**config.mk**
```make
export PLATFORM = sky130hd
export DESIGN_NAME = wgrc_regs
export DESIGN_NICKNAME = d
export VERILOG_FILES = /design/src/core/wgrc_pkg.sv /design/src/core/wgrc_regs.sv /design/src/core/wgrc_edge.sv /design/src/core/wgrc_timer.sv
export SDC_FILE = /design/constraint.sdc
export NUM_CORES = 1
export LEC_CHECK = 0
export BUFFER_PORTS_ARGS = -buffer_cell sky130_fd_sc_hd__clkbuf_2
export CORE_MARGIN = 2
export CORE_UTILIZATION = 55
export CTS_BUF_LIST = sky130_fd_sc_hd__clkbuf_16
export DETAILED_ROUTE_END_ITERATION = 8
export GPL_TIMING_DRIVEN = 0
export HOLD_SLACK_MARGIN = 0.08
export PLACE_DENSITY_LB_ADDON = 0.05
export RECOVER_POWER = 50
export SLEW_MARGIN = 20
export SYNTH_ARGS = -nofsm -noshare
export SYNTH_HDL_FRONTEND = slang
export SYNTH_SLANG_ARGS = --single-unit
```
**constraint.sdc**
```tcl
create_clock -name clk_sys -period 5.4 [get_ports clk_sys]
set_clock_uncertainty 0.2 [all_clocks]
set_input_delay 0.54 -clock clk_sys [delete_from_list [all_inputs] [get_ports clk_sys]]
set_output_delay 0.54 -clock clk_sys [all_outputs]
set_load 0.005 [all_outputs]
```
**src/core/wgrc_pkg.sv**
```systemverilog
package wgrc_pkg;

    // ********************************************************
    // register select codes for the write and read ports
    // ********************************************************
    localparam int unsigned   SEL_W          = 2;
    localparam logic [1:0]    SEL_COMMAND    = 2'h0;
    localparam logic [1:0]    SEL_OFFSET     = 2'h1;
    localparam logic [1:0]    SEL_SPEED      = 2'h2;
    localparam logic [1:0]    SEL_ACCEL      = 2'h3;

    // ********************************************************
    // field layouts and reset values
    // ********************************************************
    localparam logic [15:0]   CMD_WR_MASK    = 16'hff00;
    localparam logic [15:0]   CMD_RESET      = 16'h0000;
    localparam logic [15:0]   OFFSET_RESET   = 16'h0000;
    localparam int unsigned   SPD_GATE       = 15;
    localparam int unsigned   SPD_LSB        = 8;
    localparam int unsigned   ACC_GATE       = 7;
    localparam int unsigned   ACC_LSB        = 0;
    localparam int unsigned   RATE_W         = 7;
    localparam logic [6:0]    RATE_MAX       = 7'h64;
    localparam logic [6:0]    RATE_RESET     = 7'h32;

    // ********************************************************
    // distances, in nanometres, and offset units
    // ********************************************************
    localparam int unsigned   UNIT_NM        = 63500;
    localparam int unsigned   MARGIN_NM      = 3175000;
    localparam int unsigned   STEP_NM        = 254000;
    localparam int unsigned   MARGIN_UNITS   =
        (MARGIN_NM + UNIT_NM - 1) / UNIT_NM;
    localparam int unsigned   STEP_UNITS     = STEP_NM / UNIT_NM;

    // ********************************************************
    // guide point reset timeout
    // ********************************************************
    localparam int unsigned   CLK_KHZ        = 250000;
    localparam int unsigned   GP_TIMEOUT_MS  = 2000;
    localparam int unsigned   GP_TIMEOUT_CYC = GP_TIMEOUT_MS * CLK_KHZ;

    // ********************************************************
    // command word, laid out as on the wire
    // ********************************************************
    typedef struct packed {
        logic       reverse_pol;
        logic       gp_reset;
        logic       gross_en;
        logic       servo_set;
        logic       step_inc;
        logic       step_dec;
        logic       auto_mode;
        logic       remote;
        logic [7:0] reserved;
    } wgrc_cmd_s;

    // guide point reset sequence
    typedef enum logic [0:0] {
        GPR_IDLE  = 1'b0,
        GPR_ARMED = 1'b1
    } wgrc_gpr_e;

endpackage : wgrc_pkg

```
**src/core/wgrc_regs.sv**
```systemverilog
`timescale 1ns/1ps
// Notes on behaviour
// - stepwise guide point keeps 3.175 mm margin
// - bit 13 one: offset register sets point
// - bit 13 zero: offset register not applied
// - bit 14 rise arms reset and timeout
// - clearing bit 14 in time adopts web position
// - timeout without clear keeps old guide point
// - reset honoured only manual and remote
// - bit 15 selects reversed error polarity
// - offset read as 16-bit two's complement
// - offset measured from window centre, right positive
// - one offset unit is 0.0635 mm
// - speed write with bit 15 takes value
// - speed write without bit 15 ignored
// - acceleration write with bit 7 takes value
// - acceleration write without bit 7 ignored
// - bit 8 hands control to remote writer
// - bit 9 selects manual or automatic mode
module wgrc_regs #(
    parameter int unsigned GP_TIMEOUT_CYCLES = wgrc_pkg::GP_TIMEOUT_CYC,
    parameter logic [6:0]  SPEED_INIT        = wgrc_pkg::RATE_RESET,
    parameter logic [6:0]  ACCEL_INIT        = wgrc_pkg::RATE_RESET
) (
    // clock and reset
    input  wire logic        clk_sys,
    input  wire logic        reset_n,

    // register write port from the fieldbus side
    input  wire logic        wr_en,
    input  wire logic [1:0]  wr_sel,
    input  wire logic [15:0] wr_data,

    // register read port
    input  wire logic [1:0]  rd_sel,
    output logic      [15:0] rd_data,

    // sensing side, in offset units
    input  wire logic [15:0] web_pos,
    input  wire logic [15:0] window_half,

    // control outputs towards the guiding loop
    output logic             remote_ctrl,
    output logic             auto_mode,
    output logic             reverse_pol,
    output logic             gross_active,
    output logic      [15:0] guide_point,
    output logic      [6:0]  actuator_speed,
    output logic      [6:0]  actuator_accel,

    // guide point reset status
    output logic             gp_reset_armed,
    output logic             gp_reset_done,
    output logic             gp_reset_timeout
);

    // ********************************************************
    // storage
    // ********************************************************
    wgrc_pkg::wgrc_cmd_s    cmd_reg;
    logic [15:0]            offset_reg;
    logic [6:0]             speed_reg;
    logic [6:0]             accel_reg;
    logic signed [15:0]     step_point_reg;
    logic signed [15:0]     guide_point_reg;
    logic [15:0]            rd_data_reg;
    wgrc_pkg::wgrc_gpr_e    gpr_state_reg;
    wgrc_pkg::wgrc_gpr_e    gpr_state_next;
    logic                   done_reg;
    logic                   timeout_reg;

    // write strobes per register
    logic wr_cmd;
    logic wr_offset;
    logic wr_speed;
    logic wr_accel;

    assign wr_cmd    = wr_en && (wr_sel == wgrc_pkg::SEL_COMMAND);
    assign wr_offset = wr_en && (wr_sel == wgrc_pkg::SEL_OFFSET);
    assign wr_speed  = wr_en && (wr_sel == wgrc_pkg::SEL_SPEED);
    assign wr_accel  = wr_en && (wr_sel == wgrc_pkg::SEL_ACCEL);

    // ********************************************************
    // command register
    // ********************************************************
    // reserved low byte is never stored, so it reads as zero
    always_ff @(posedge clk_sys or negedge reset_n)
    begin
        if (!reset_n)
            cmd_reg <= wgrc_pkg::CMD_RESET;
        else if (wr_cmd)
            cmd_reg <= wr_data & wgrc_pkg::CMD_WR_MASK;
    end

    // plain level fields straight from the register
    assign remote_ctrl = cmd_reg.remote;
    assign auto_mode   = cmd_reg.auto_mode;
    assign reverse_pol = cmd_reg.reverse_pol;

    // ********************************************************
    // momentary bit edges
    // ********************************************************
    // edges are taken from the stored bits, so a bit held at one
    // across many writes still gives one action
    logic [2:0] mom_level;
    logic [2:0] mom_rise;
    logic [2:0] mom_fall;

    assign mom_level = {cmd_reg.gp_reset, cmd_reg.step_inc,
                        cmd_reg.step_dec};

    wgrc_edge #(
        .WIDTH (3)
    ) u_edge (
        .clk_sys (clk_sys),
        .reset_n (reset_n),
        .level   (mom_level),
        .rise    (mom_rise),
        .fall    (mom_fall)
    );

    logic dec_rise;
    logic inc_rise;
    logic gpr_rise;
    logic gpr_fall;

    assign dec_rise = mom_rise[0];
    assign inc_rise = mom_rise[1];
    assign gpr_rise = mom_rise[2];
    assign gpr_fall = mom_fall[2];

    // ********************************************************
    // guide point offset register
    // ********************************************************
    // stored whatever bit 13 says; only its use is gated
    always_ff @(posedge clk_sys or negedge reset_n)
    begin
        if (!reset_n)
            offset_reg <= wgrc_pkg::OFFSET_RESET;
        else if (wr_offset)
            offset_reg <= wr_data;
    end

    // ********************************************************
    // actuator speed and acceleration
    // ********************************************************
    logic [6:0] speed_in;
    logic [6:0] accel_in;

    assign speed_in = wr_data[wgrc_pkg::SPD_LSB +: wgrc_pkg::RATE_W];
    assign accel_in = wr_data[wgrc_pkg::ACC_LSB +: wgrc_pkg::RATE_W];

    // out-of-range rates are clamped rather than refused
    always_ff @(posedge clk_sys or negedge reset_n)
    begin
        if (!reset_n)
            speed_reg <= SPEED_INIT;
        else if (wr_speed && wr_data[wgrc_pkg::SPD_GATE])
            speed_reg <= (speed_in > wgrc_pkg::RATE_MAX) ?
                         wgrc_pkg::RATE_MAX : speed_in;
    end

    always_ff @(posedge clk_sys or negedge reset_n)
    begin
        if (!reset_n)
            accel_reg <= ACCEL_INIT;
        else if (wr_accel && wr_data[wgrc_pkg::ACC_GATE])
            accel_reg <= (accel_in > wgrc_pkg::RATE_MAX) ?
                         wgrc_pkg::RATE_MAX : accel_in;
    end

    assign actuator_speed = speed_reg;
    assign actuator_accel = accel_reg;

    // ********************************************************
    // stepwise adjustment limit
    // ********************************************************
    // the limit shrinks to zero on a window narrower than the
    // margin, so steps then hold the point at the centre
    localparam logic [15:0] MARGIN = 16'(wgrc_pkg::MARGIN_UNITS);
    localparam logic signed [17:0] STEP =
        18'(wgrc_pkg::STEP_UNITS);

    logic signed [17:0] limit;
    logic signed [17:0] step_wide;
    logic signed [17:0] step_sum;

    assign limit = (window_half > MARGIN) ?
                   $signed({2'b00, window_half - MARGIN}) :
                   18'sd0;

    always_comb
    begin
        step_wide = 18'(step_point_reg);
        if (inc_rise && !dec_rise)
            step_sum = step_wide + STEP;
        else if (dec_rise && !inc_rise)
            step_sum = step_wide - STEP;
        else
            step_sum = step_wide;
        if (step_sum > limit)
            step_sum = limit;
        else if (step_sum < -limit)
            step_sum = -limit;
    end

    // ********************************************************
    // guide point reset sequence
    // ********************************************************
    logic gpr_allowed;
    logic tmr_running;
    logic tmr_expired;
    logic tmr_start;
    logic tmr_cancel;

    // only a remote-controlled guide in manual mode may reset
    assign gpr_allowed = cmd_reg.remote && !cmd_reg.auto_mode;
    assign tmr_start   = (gpr_state_reg == wgrc_pkg::GPR_IDLE) &&
                         gpr_rise && gpr_allowed;
    assign tmr_cancel  = (gpr_state_reg == wgrc_pkg::GPR_ARMED) &&
                         (gpr_fall || !gpr_allowed);

    wgrc_timer #(
        .CYCLES (GP_TIMEOUT_CYCLES)
    ) u_timer (
        .clk_sys (clk_sys),
        .reset_n (reset_n),
        .start   (tmr_start),
        .cancel  (tmr_cancel),
        .running (tmr_running),
        .expired (tmr_expired)
    );

    // next state of the reset sequence
    always_comb
    begin
        gpr_state_next = gpr_state_reg;
        case (gpr_state_reg)
            wgrc_pkg::GPR_IDLE:
                if (tmr_start)
                    gpr_state_next = wgrc_pkg::GPR_ARMED;
            wgrc_pkg::GPR_ARMED:
                if (tmr_cancel || tmr_expired || !tmr_running)
                    gpr_state_next = wgrc_pkg::GPR_IDLE;
            default:
                gpr_state_next = wgrc_pkg::GPR_IDLE;
        endcase
    end

    always_ff @(posedge clk_sys or negedge reset_n)
    begin
        if (!reset_n)
            gpr_state_reg <= wgrc_pkg::GPR_IDLE;
        else
            gpr_state_reg <= gpr_state_next;
    end

    // commit happens only on a clear seen while still armed
    logic gpr_commit;
    assign gpr_commit = (gpr_state_reg == wgrc_pkg::GPR_ARMED) &&
                        gpr_fall && gpr_allowed;

    // one-cycle outcome pulses
    always_ff @(posedge clk_sys or negedge reset_n)
    begin
        if (!reset_n)
        begin
            done_reg    <= 1'b0;
            timeout_reg <= 1'b0;
        end
        else
        begin
            done_reg    <= gpr_commit;
            timeout_reg <= (gpr_state_reg == wgrc_pkg::GPR_ARMED) &&
                           tmr_expired && !gpr_fall;
        end
    end

    assign gp_reset_armed   = (gpr_state_reg == wgrc_pkg::GPR_ARMED);
    assign gp_reset_done    = done_reg;
    assign gp_reset_timeout = timeout_reg;

    // ********************************************************
    // stepwise guide point
    // ********************************************************
    // steps only in automatic mode; reset commit overrides a step
    always_ff @(posedge clk_sys or negedge reset_n)
    begin
        if (!reset_n)
            step_point_reg <= 16'sh0000;
        else if (gpr_commit)
            step_point_reg <= $signed(web_pos);
        else if (cmd_reg.auto_mode && (inc_rise || dec_rise))
            step_point_reg <= 16'(step_sum);
    end

    // ********************************************************
    // applied guide point
    // ********************************************************
    // signed units of 0.0635 mm from window centre, right positive;
    // a timed-out reset never touches step_point_reg, so the old
    // point simply stays
    always_ff @(posedge clk_sys or negedge reset_n)
    begin
        if (!reset_n)
            guide_point_reg <= 16'sh0000;
        else if (cmd_reg.gross_en)
            guide_point_reg <= $signed(offset_reg);
        else
            guide_point_reg <= step_point_reg;
    end

    assign guide_point  = guide_point_reg;
    assign gross_active = cmd_reg.gross_en;

    // ********************************************************
    // read back
    // ********************************************************
    // read data is registered: it appears one cycle after rd_sel
    always_ff @(posedge clk_sys or negedge reset_n)
    begin
        if (!reset_n)
            rd_data_reg <= 16'h0000;
        else
        begin
            case (rd_sel)
                wgrc_pkg::SEL_COMMAND:
                    rd_data_reg <= cmd_reg;
                wgrc_pkg::SEL_OFFSET:
                    rd_data_reg <= offset_reg;
                wgrc_pkg::SEL_SPEED:
                    rd_data_reg <= {1'b0, speed_reg, 8'h00};
                wgrc_pkg::SEL_ACCEL:
                    rd_data_reg <= {8'h00, 1'b0, accel_reg};
                default:
                    rd_data_reg <= 16'h0000;
            endcase
        end
    end

    assign rd_data = rd_data_reg;

endmodule : wgrc_regs

```
**src/core/wgrc_edge.sv**
```systemverilog
`timescale 1ns/1ps
module wgrc_edge #(
    parameter int unsigned WIDTH = 8
) (
    // clock and reset
    input  wire logic             clk_sys,
    input  wire logic             reset_n,
    // level in, edge pulses out
    input  wire logic [WIDTH-1:0] level,
    output logic      [WIDTH-1:0] rise,
    output logic      [WIDTH-1:0] fall
);

    // ********************************************************
    // one edge detector per bit
    // ********************************************************
    genvar i;
    generate
        for (i = 0; i < WIDTH; i++)
        begin : g_bit
            logic last_reg;

            // previous level, cleared by reset
            always_ff @(posedge clk_sys or negedge reset_n)
            begin
                if (!reset_n)
                    last_reg <= 1'b0;
                else
                    last_reg <= level[i];
            end

            assign rise[i] = level[i] & ~last_reg;
            assign fall[i] = ~level[i] & last_reg;
        end
    endgenerate

endmodule : wgrc_edge

```
**src/core/wgrc_timer.sv**
```systemverilog
`timescale 1ns/1ps
module wgrc_timer #(
    parameter int unsigned CYCLES = 16
) (
    // clock and reset
    input  wire logic clk_sys,
    input  wire logic reset_n,
    // control
    input  wire logic start,
    input  wire logic cancel,
    // status
    output logic      running,
    output logic      expired
);

    localparam int unsigned W = $clog2(CYCLES + 1);
    localparam logic [W-1:0] LOAD = W'(CYCLES);

    logic [W-1:0] count_reg;

    // ********************************************************
    // down counter; start wins over cancel
    // ********************************************************
    always_ff @(posedge clk_sys or negedge reset_n)
    begin
        if (!reset_n)
            count_reg <= '0;
        else if (start)
            count_reg <= LOAD;
        else if (cancel)
            count_reg <= '0;
        else if (count_reg != '0)
            count_reg <= count_reg - W'(1);
    end

    assign running = (count_reg != '0);
    assign expired = (count_reg == W'(1)) & ~start & ~cancel;

endmodule : wgrc_timer

```
==> results by group, run 1 <==
Floorplan
  • # rows: 42
  • Placeable Area: 0.0133 mm^2
  • Die span in y: 121 um
  • Die width: 121 um
  • Initial core utilization: 0.566
  • Io pins: 108
  • Die footprint: 0.0147 mm^2

Synth
  • Distinct cells, synth: 73
  • Top FF cell, synth: dfrtp_1
  • Cells after Synth: 803
  • Register area share after synthesis: 0.402
  • Synth area leader: dfrtp_1
  • Async SR Flop Fraction: 1.00
  • Yosys warns: 0
  • Synthesized area: 0.00755 mm^2
  • Syn Area/Cell: 9.40 um^2
  • EDFF count, synth: 0
  • Top post-synthesis cells by area: dfrtp_1 (38%), ha_1 (6.5%), mux2_2 (5.8%), o21ai_0 (4.4%), xnor2_1 (4.2%)
  • Top cells by count, synth: dfrtp_1 (115), nand2_1 (81), o21ai_0 (66), nor2_1 (61)
  • Synthesized flop and latch total: 121
  • Top-count cell post-synth: dfrtp_1
  • Synthesized Nets: 897
  • Synth top area share: 0.381

Worst setup path
  • Cell Chain, Critical Path: clkbuf_2 > inv_1 > ha_1 > xor2_1 > nor4_1 > o221ai_1 > or3_1 > nand2b_1 > a21oi_1 > ha_1 > nand4_1 > nor3_2 > o311ai_0 > a31o_2 > nand2_1 > clkbuf_2 > o21ai_0 > a22oi_1 > o21ai_0
  • R2R depth: 16
  • Critical path depth in cells: 19
  • WP data required: 5480 ps
  • Crit Path Class: input port to register
  • Slowest CP cell: or3_1
  • Critical path fanouts, max: 10
  • Worst setup EP type: register
  • Largest delay contributor family on the critical path: compound AO/OA/AOI/OAI gates
  • CP max stage delay: 420 ps
  • Buf/Inv on CP: 3
  • Critical Path Source Type: input port
  • Data arrival, critical path: 5170 ps

Cells and area
  • Area growth syn-to-layout: 18.2%
  • N_diodes: 0
  • Max reg flops: 29
  • Share of layout cells above drive strength 1: 0.216
  • Nets: 1,018

GRT
  • First-pass GRT wire length: 33,900 um
  • Gr usage total: 0.300
  • Total gr overflow: 0
  • Initial antenna violation count: 0
  • Number of global-route vias before repair: 6,630
  • Largest net degree at the start of global routing: 87

Timing
  • Crit share post-route: 0.943
  • FMAX: 0.196 GHz
  • Setup ws final: 310 ps
  • Min Tclk post-route: 5090 ps
  • Fin. Hold Viols: 0
  • Max-slew violation count: 124
  • Least-Margin Pin Slew: 2020 ps
  • Setup violations, final: 0
  • Slew margin rel.: -0.349
  • RSZ-0062 raised after global routing: no
  • Total Neg Setup Slack: 0 ps

Routing
  • Initial DRC Count: 442
  • Via count: 6,816
  • Total routed wirelength: 21,500 um
  • Avg WL per Cell: 19.3 um
  • Drt pass-1 iters: 5
  • Drc violations: 0
  • Vias per cell: 6.12
  • Remaining antenna violation count: 0

Place
  • Placement Setup Slack: -525 ps
  • GP Congestion: 0.989
  • Port-buffer cells: 101
  • Post-DP HPWL: 16,300 um

Pwr
  • Max rail drop VDD: 0.234 mV
  • PwrDens: 468 mW/mm^2
  • Leakage: 4.01 nW

Outcome
  • Status: complete, but fails checks
  • Violated checks: max-capacitance violations, max-slew violations

Clock tree
  • # clock sinks: 121
  • Clock latency on the worst-skew pair: 410 ps
  • CTS H-tree lvls: 4
  • # Post-CTS Setup Buffers: 0
  • CTS root buffer: clkbuf_16
  • CTS buffer count: 17
  • CTS tree: yes
  • Clk buf depth: 2
  • Clock Pin Slew Worst Setup and Hold Paths: 60 ps

Min path
  • HP Class: input port to register
  • Worst Hold Depth: 3

Run
  • Max-cap violation count: 2
[worst min-delay path, stage by stage]
cell and delay (ps):
clkbuf_2 80, nand2_1 40, a21boi_0 60
[what timing repair did]
| action | 4_1_cts | 5_1_grt |
|---|---|---|
| cloned | 0 | 0 |
| endpoints found under the setup margin | 8 | 16 |
| hold buffers | 1 | 0 |
| hold endpoints to repair | 33 | 0 |
| pin swaps | 0 | 0 |
| resized for setup | 1 | 13 |
[power by group]
group,internal (mW),switching [mW]
clock,0.725,0.421
combinational,0.671,0.911
sequential,1.19,0.261
[cell families (layout without fill, tap and decap cells)]
logic type | Yosys count | count (layout) | share of synthesized area
simple gates | 292 | 292 | 0.200
compound gates | 179 | 179 | 0.153
flops | 121 | 121 | 0.402
xor+xnor | 60 | 60 | 0.0696
mux | 57 | 57 | 0.0820
buf+inv | 55 | 189 | 0.0287
fa+ha+maj | 39 | 39 | 0.0646
[stage by stage]
stage          total power [mW]  hold WS (ps)  cell area [um^2]  utilization  std cells
2_1_floorplan              2.44          44.4              7550            -        803
3_3_place_gp               2.92           239              8270        0.620       1080
3_5_place_dp               2.99           251              8320        0.623       1081
4_1_cts                    4.16           150              8920        0.668       1113
5_1_grt                    4.43           154              8920        0.668       1113
6_report                   4.18           150              8920        0.668       1113
[placed cells by master (no fill, tap or decap), types with 10 or more instances in the layout]
cell type	instances
nand2_1	81
clkbuf_16	17
nor2b_1	21
xor2_1	24
clkbuf_1	27
nor3_1	18
ha_1	38
mux2_2	39
dfrtp_1	115
nand3_1	14
nor4_1	10
xnor2_1	36
nand4_1	15
a21oi_1	29
inv_1	24
nor2_1	61
nand2b_1	11
o21ai_0	64
clkbuf_2	102
and2_1	10
or3_1	13
mux2i_1	18
[per-layer routing]
metal / vias to the layer above / wire (um) / part of all wire / GRT usage
li1: 3159 / - / - / -
met1: 3356 / 9280 / 0.43 / 0.382
met2: 254 / 10500 / 0.49 / 0.510
met3: 47 / 1050 / 0.049 / 0.0508
met4: 0 / 646 / 0.030 / 0.119
met5: - / 0 / 0 / 0
[worst paths after layout]
check,startpoint,end,slack (ps)
setup / recovery,window_half[1],step_point_reg[12],310
hold reg to reg,cmd_reg[11],u_edge.g_bit[1].last_reg,280
max in group asynchronous,reset_n,u_timer.count_reg[0],1120
setup reg to reg,step_point_reg[4],step_point_reg[12],480
min in group asynchronous,reset_n,rd_data[12],1020
hold / removal,web_pos[10],step_point_reg[10],150
[layout make-up]
type | instances | area [um^2]
Tap cell | 176 | 220
Multi-Input combinational cell | 627 | 4330
Buffer | 30 | 125
Timing Repair Buffer | 103 | 518
Fill cell | 1070 | 4430
Clock buffer | 17 | 425
Clock inverter | 15 | 174
Inverter | 24 | 90.1
Sequential cell | 121 | 3040
No activity file was read; power rests on OpenSTA's default activity.
==> run 2: changes to the inputs <==
--- a/config.mk
+++ b/config.mk
@@ -12,7 +12,7 @@
 export DETAILED_ROUTE_END_ITERATION = 8
 export GPL_TIMING_DRIVEN = 0
 export HOLD_SLACK_MARGIN = 0.08
-export PLACE_DENSITY_LB_ADDON = 0.05
+export PLACE_DENSITY = 0.85
 export RECOVER_POWER = 50
 export SLEW_MARGIN = 20
 export SYNTH_ARGS = -nofsm -noshare
==> run 2 against run 1 <==
Effect of this change: the flow still finishes with violations (max-capacitance violations, max-slew violations); global-route usage shrank 1.5 points; combinational power is essentially flat; die area is the same; critical path depth shrank 1; non-clock buffer count is the same; highest routed layer unchanged; clock-buffer cell count is the same; via count shrank 0.97%; wire length shrank 6.2%; cell count is the same.
==> results by group, run 2 (same netlist as run 1, synthesis figures left out) <==
Floorplan
  • Die width: 121 um (unchanged)
  • Die span in y: 121 um (unchanged)
  • Die footprint: 0.0147 mm^2 (unchanged)
  • Placeable Area: 0.0133 mm^2 (unchanged)
  • Initial core utilization: 0.566 (unchanged)
  • Io pins: 108 (unchanged)
  • # rows: 42 (unchanged)

Place
  • Placement Setup Slack: -296 ps (was -525 ps)
  • Post-DP HPWL: 14,600 um (was 16,300 um)
  • DP Area: 0.00832 mm^2 (unchanged)
  • GP Congestion: 1.01 (was 0.989)
  • Port-buffer cells: 101 (unchanged)

Cells and area
  • Share of layout cells above drive strength 1: 0.211 (was 0.216)
  • Nets: 1,018 (unchanged)
  • Most common cell after layout, fill and taps aside: dfrtp_1 (unchanged)
  • Post-route cell area: 0.00896 mm^2 (was 0.00892 mm^2)
  • Area growth syn-to-layout: 18.7% (was 18.2%)
  • Max reg flops: 29 (unchanged)
  • Commonest non-fill, non-tap cells in the layout: dfrtp_1 (115), clkbuf_2 (102), nand2_1 (81), o21ai_0 (66), nor2_1 (61) (was dfrtp_1 (115), clkbuf_2 (102), nand2_1 (81), o21ai_0 (64), nor2_1 (61))
  • Final Core Density: 0.671 (was 0.668)
  • N_diodes: 0 (unchanged)

Clock tree
  • CTS H-tree lvls: 4 (unchanged)
  • Clock latency on the worst-skew pair: 410 ps (about the same)
  • CTS root buffer: clkbuf_16 (unchanged)
  • CTS buffer count: 17 (unchanged)
  • Clk buf depth: 2 (unchanged)
  • # clock sinks: 121 (unchanged)
  • CTS tree: yes (unchanged)
  • Clock Pin Slew Worst Setup and Hold Paths: 60 ps (about the same)

Worst setup path
  • Worst setup EP type: register (unchanged)
  • Slowest CP cell: o2111ai_1 (was or3_1)
  • Crit. Startpoint: window_half[4] (was window_half[1])
  • Cell Chain, Critical Path: clkbuf_1 > nand2_1 > o2111ai_1 > clkbuf_2 > nand2_1 > ha_1 > and3b_1 > xnor2_1 > ha_1 > nand4_1 > nor3_1 > o311ai_0 > a31o_2 > nand2_1 > clkbuf_2 > o21ai_0 > a22oi_1 > o21ai_0 (was clkbuf_2 > inv_1 > ha_1 > xor2_1 > nor4_1 > o221ai_1 > or3_1 > nand2b_1 > a21oi_1 > ha_1 > nand4_1 > nor3_2 > o311ai_0 > a31o_2 > nand2_1 > clkbuf_2 > o21ai_0 > a22oi_1 > o21ai_0)
  • WP data required: 5460 ps (was 5480 ps)
  • Crit Path Class: input port to register (unchanged)
  • Critical path fanouts, max: 11 (was 10)
  • Reg2reg end: step_point_reg[12] (unchanged)
  • FF-to-FF Start: step_point_reg[4] (unchanged)
  • CP most frequent cell: nand2_1
  • Reg-to-reg setup timing slack: 580 ps (was 480 ps)
  • CP max stage delay: 430 ps (was 420 ps)
  • Critical Path Sink: step_point_reg[12] (unchanged)
  • R2R depth: 16 (unchanged)
  • Critical Path Source Type: input port (unchanged)
  • Data arrival, critical path: 5020 ps (was 5170 ps)

Run
  • Max-cap violation count: 2 (unchanged)

GRT
  • Total gr overflow: 0 (unchanged)
  • Largest net degree at the start of global routing: 77 (was 87)
  • Number of global-route vias before repair: 6,487 (was 6,630)
  • First-pass GRT wire length: 32,700 um (was 33,900 um)
  • Gr usage total: 0.285 (was 0.300)
  • Initial antenna violation count: 0 (unchanged)

Pwr
  • Max rail drop VDD: 0.313 mV (was 0.234 mV)
  • Leakage: 4.05 nW (was 4.01 nW)
  • PwrDens: 478 mW/mm^2 (was 468 mW/mm^2)

Routing
  • Initial DRC Count: 595 (was 442)
  • Total routed wirelength: 20,100 um (was 21,500 um)
  • Drt pass-1 iters: 7 (was 5)
  • Via count: 6,750 (was 6,816)
  • Remaining antenna violation count: 0 (unchanged)
  • Vias per cell: 6.06 (was 6.12)
  • Drc violations: 0 (unchanged)
  • Avg WL per Cell: 18.1 um (was 19.3 um)

Min path
  • HP Class: input port to register (unchanged)

Timing
  • Setup ws final: 441 ps (was 310 ps)
  • RSZ-0062 raised after global routing: no (unchanged)
  • Slew margin rel.: -0.580 (was -0.349)
  • FMAX: 0.202 GHz (was 0.196 GHz)
  • Max-slew violation count: 124 (unchanged)
  • Fin. Hold Viols: 0 (unchanged)
  • Min Tclk post-route: 4960 ps (was 5090 ps)
  • Setup violations, final: 0 (unchanged)
  • Least-Margin Pin Slew: 2370 ps (was 2020 ps)
  • Crit share post-route: 0.918 (was 0.943)

Outcome
  • Violated checks: max-capacitance violations, max-slew violations (unchanged)
  • Status: complete, but fails checks (unchanged)
==> run 2: power breakdown <==
part	total, mW	internal (mW)	switching [mW]
logic	1.56	0.669	0.891
clock network	1.28	0.831	0.447
registers	1.45	1.19	0.259
==> run 2: cell type report <==
type,instances,area [um^2]
buffer,30,126
clock buffer,17,425
clock inverter,15,234
fill,1019,4390
inverter,24,90.1
multi-input combinational,627,4310
sequential,121,3040
tap,176,220
timing repair buffer,103,517
==> run 2: routing by layer <==
metal  up-vias  track usage  wire, um
li1       3168            -         -
met1      3268        0.373      8460
met2       263        0.479     10100
met3        51       0.0564      1140
met4         0       0.0891       471
met5         -            0         0
==> run 2: worst min-delay path by stage <==
stage                startpoint                        to  slack, ps  depth (start not counted)
CTS                  web_pos[0]         step_point_reg[0]        120                          3
finish               web_pos[1]         step_point_reg[1]        120                          3
floorplan               reset_n         actuator_accel[0]         40                          0
detailed placement  cmd_reg[14]  u_edge.g_bit[2].last_reg        240                          0
global route         web_pos[5]         step_point_reg[5]        140                          3
global placement    cmd_reg[11]  u_edge.g_bit[1].last_reg        230                          0
==> run 2: what timing repair did <==
item,4_1_cts,5_1_grt
hold endpoints to repair,45,0
buffers inserted,0,0
hold buffers,1,0
resized for setup,0,10
endpoints found under the setup margin,0,15
==> run 2: worst max-delay path, delay by kind of cell <==
family | cells | cell delay, ps
XOR/XNOR | 1 | 170
AND/OR/NAND/NOR | 6 | 1290
adder cells (fa/ha/maj) | 2 | 680
AO/OA/AOI/OAI | 6 | 1480
buffers and inverters | 3 | 860
==> run 2: per-stage QoR <==
step	hold slack [ps]	instances	TNS [ps]	power, mW
after floorplan	44.4	803	0	2.44
after global placement	228	1080	-1640	2.89
after detailed placement	243	1081	-2930	2.96
after CTS	119	1114	0	4.26
after global routing	141	1113	0	4.55
final	125	1113	0	4.29
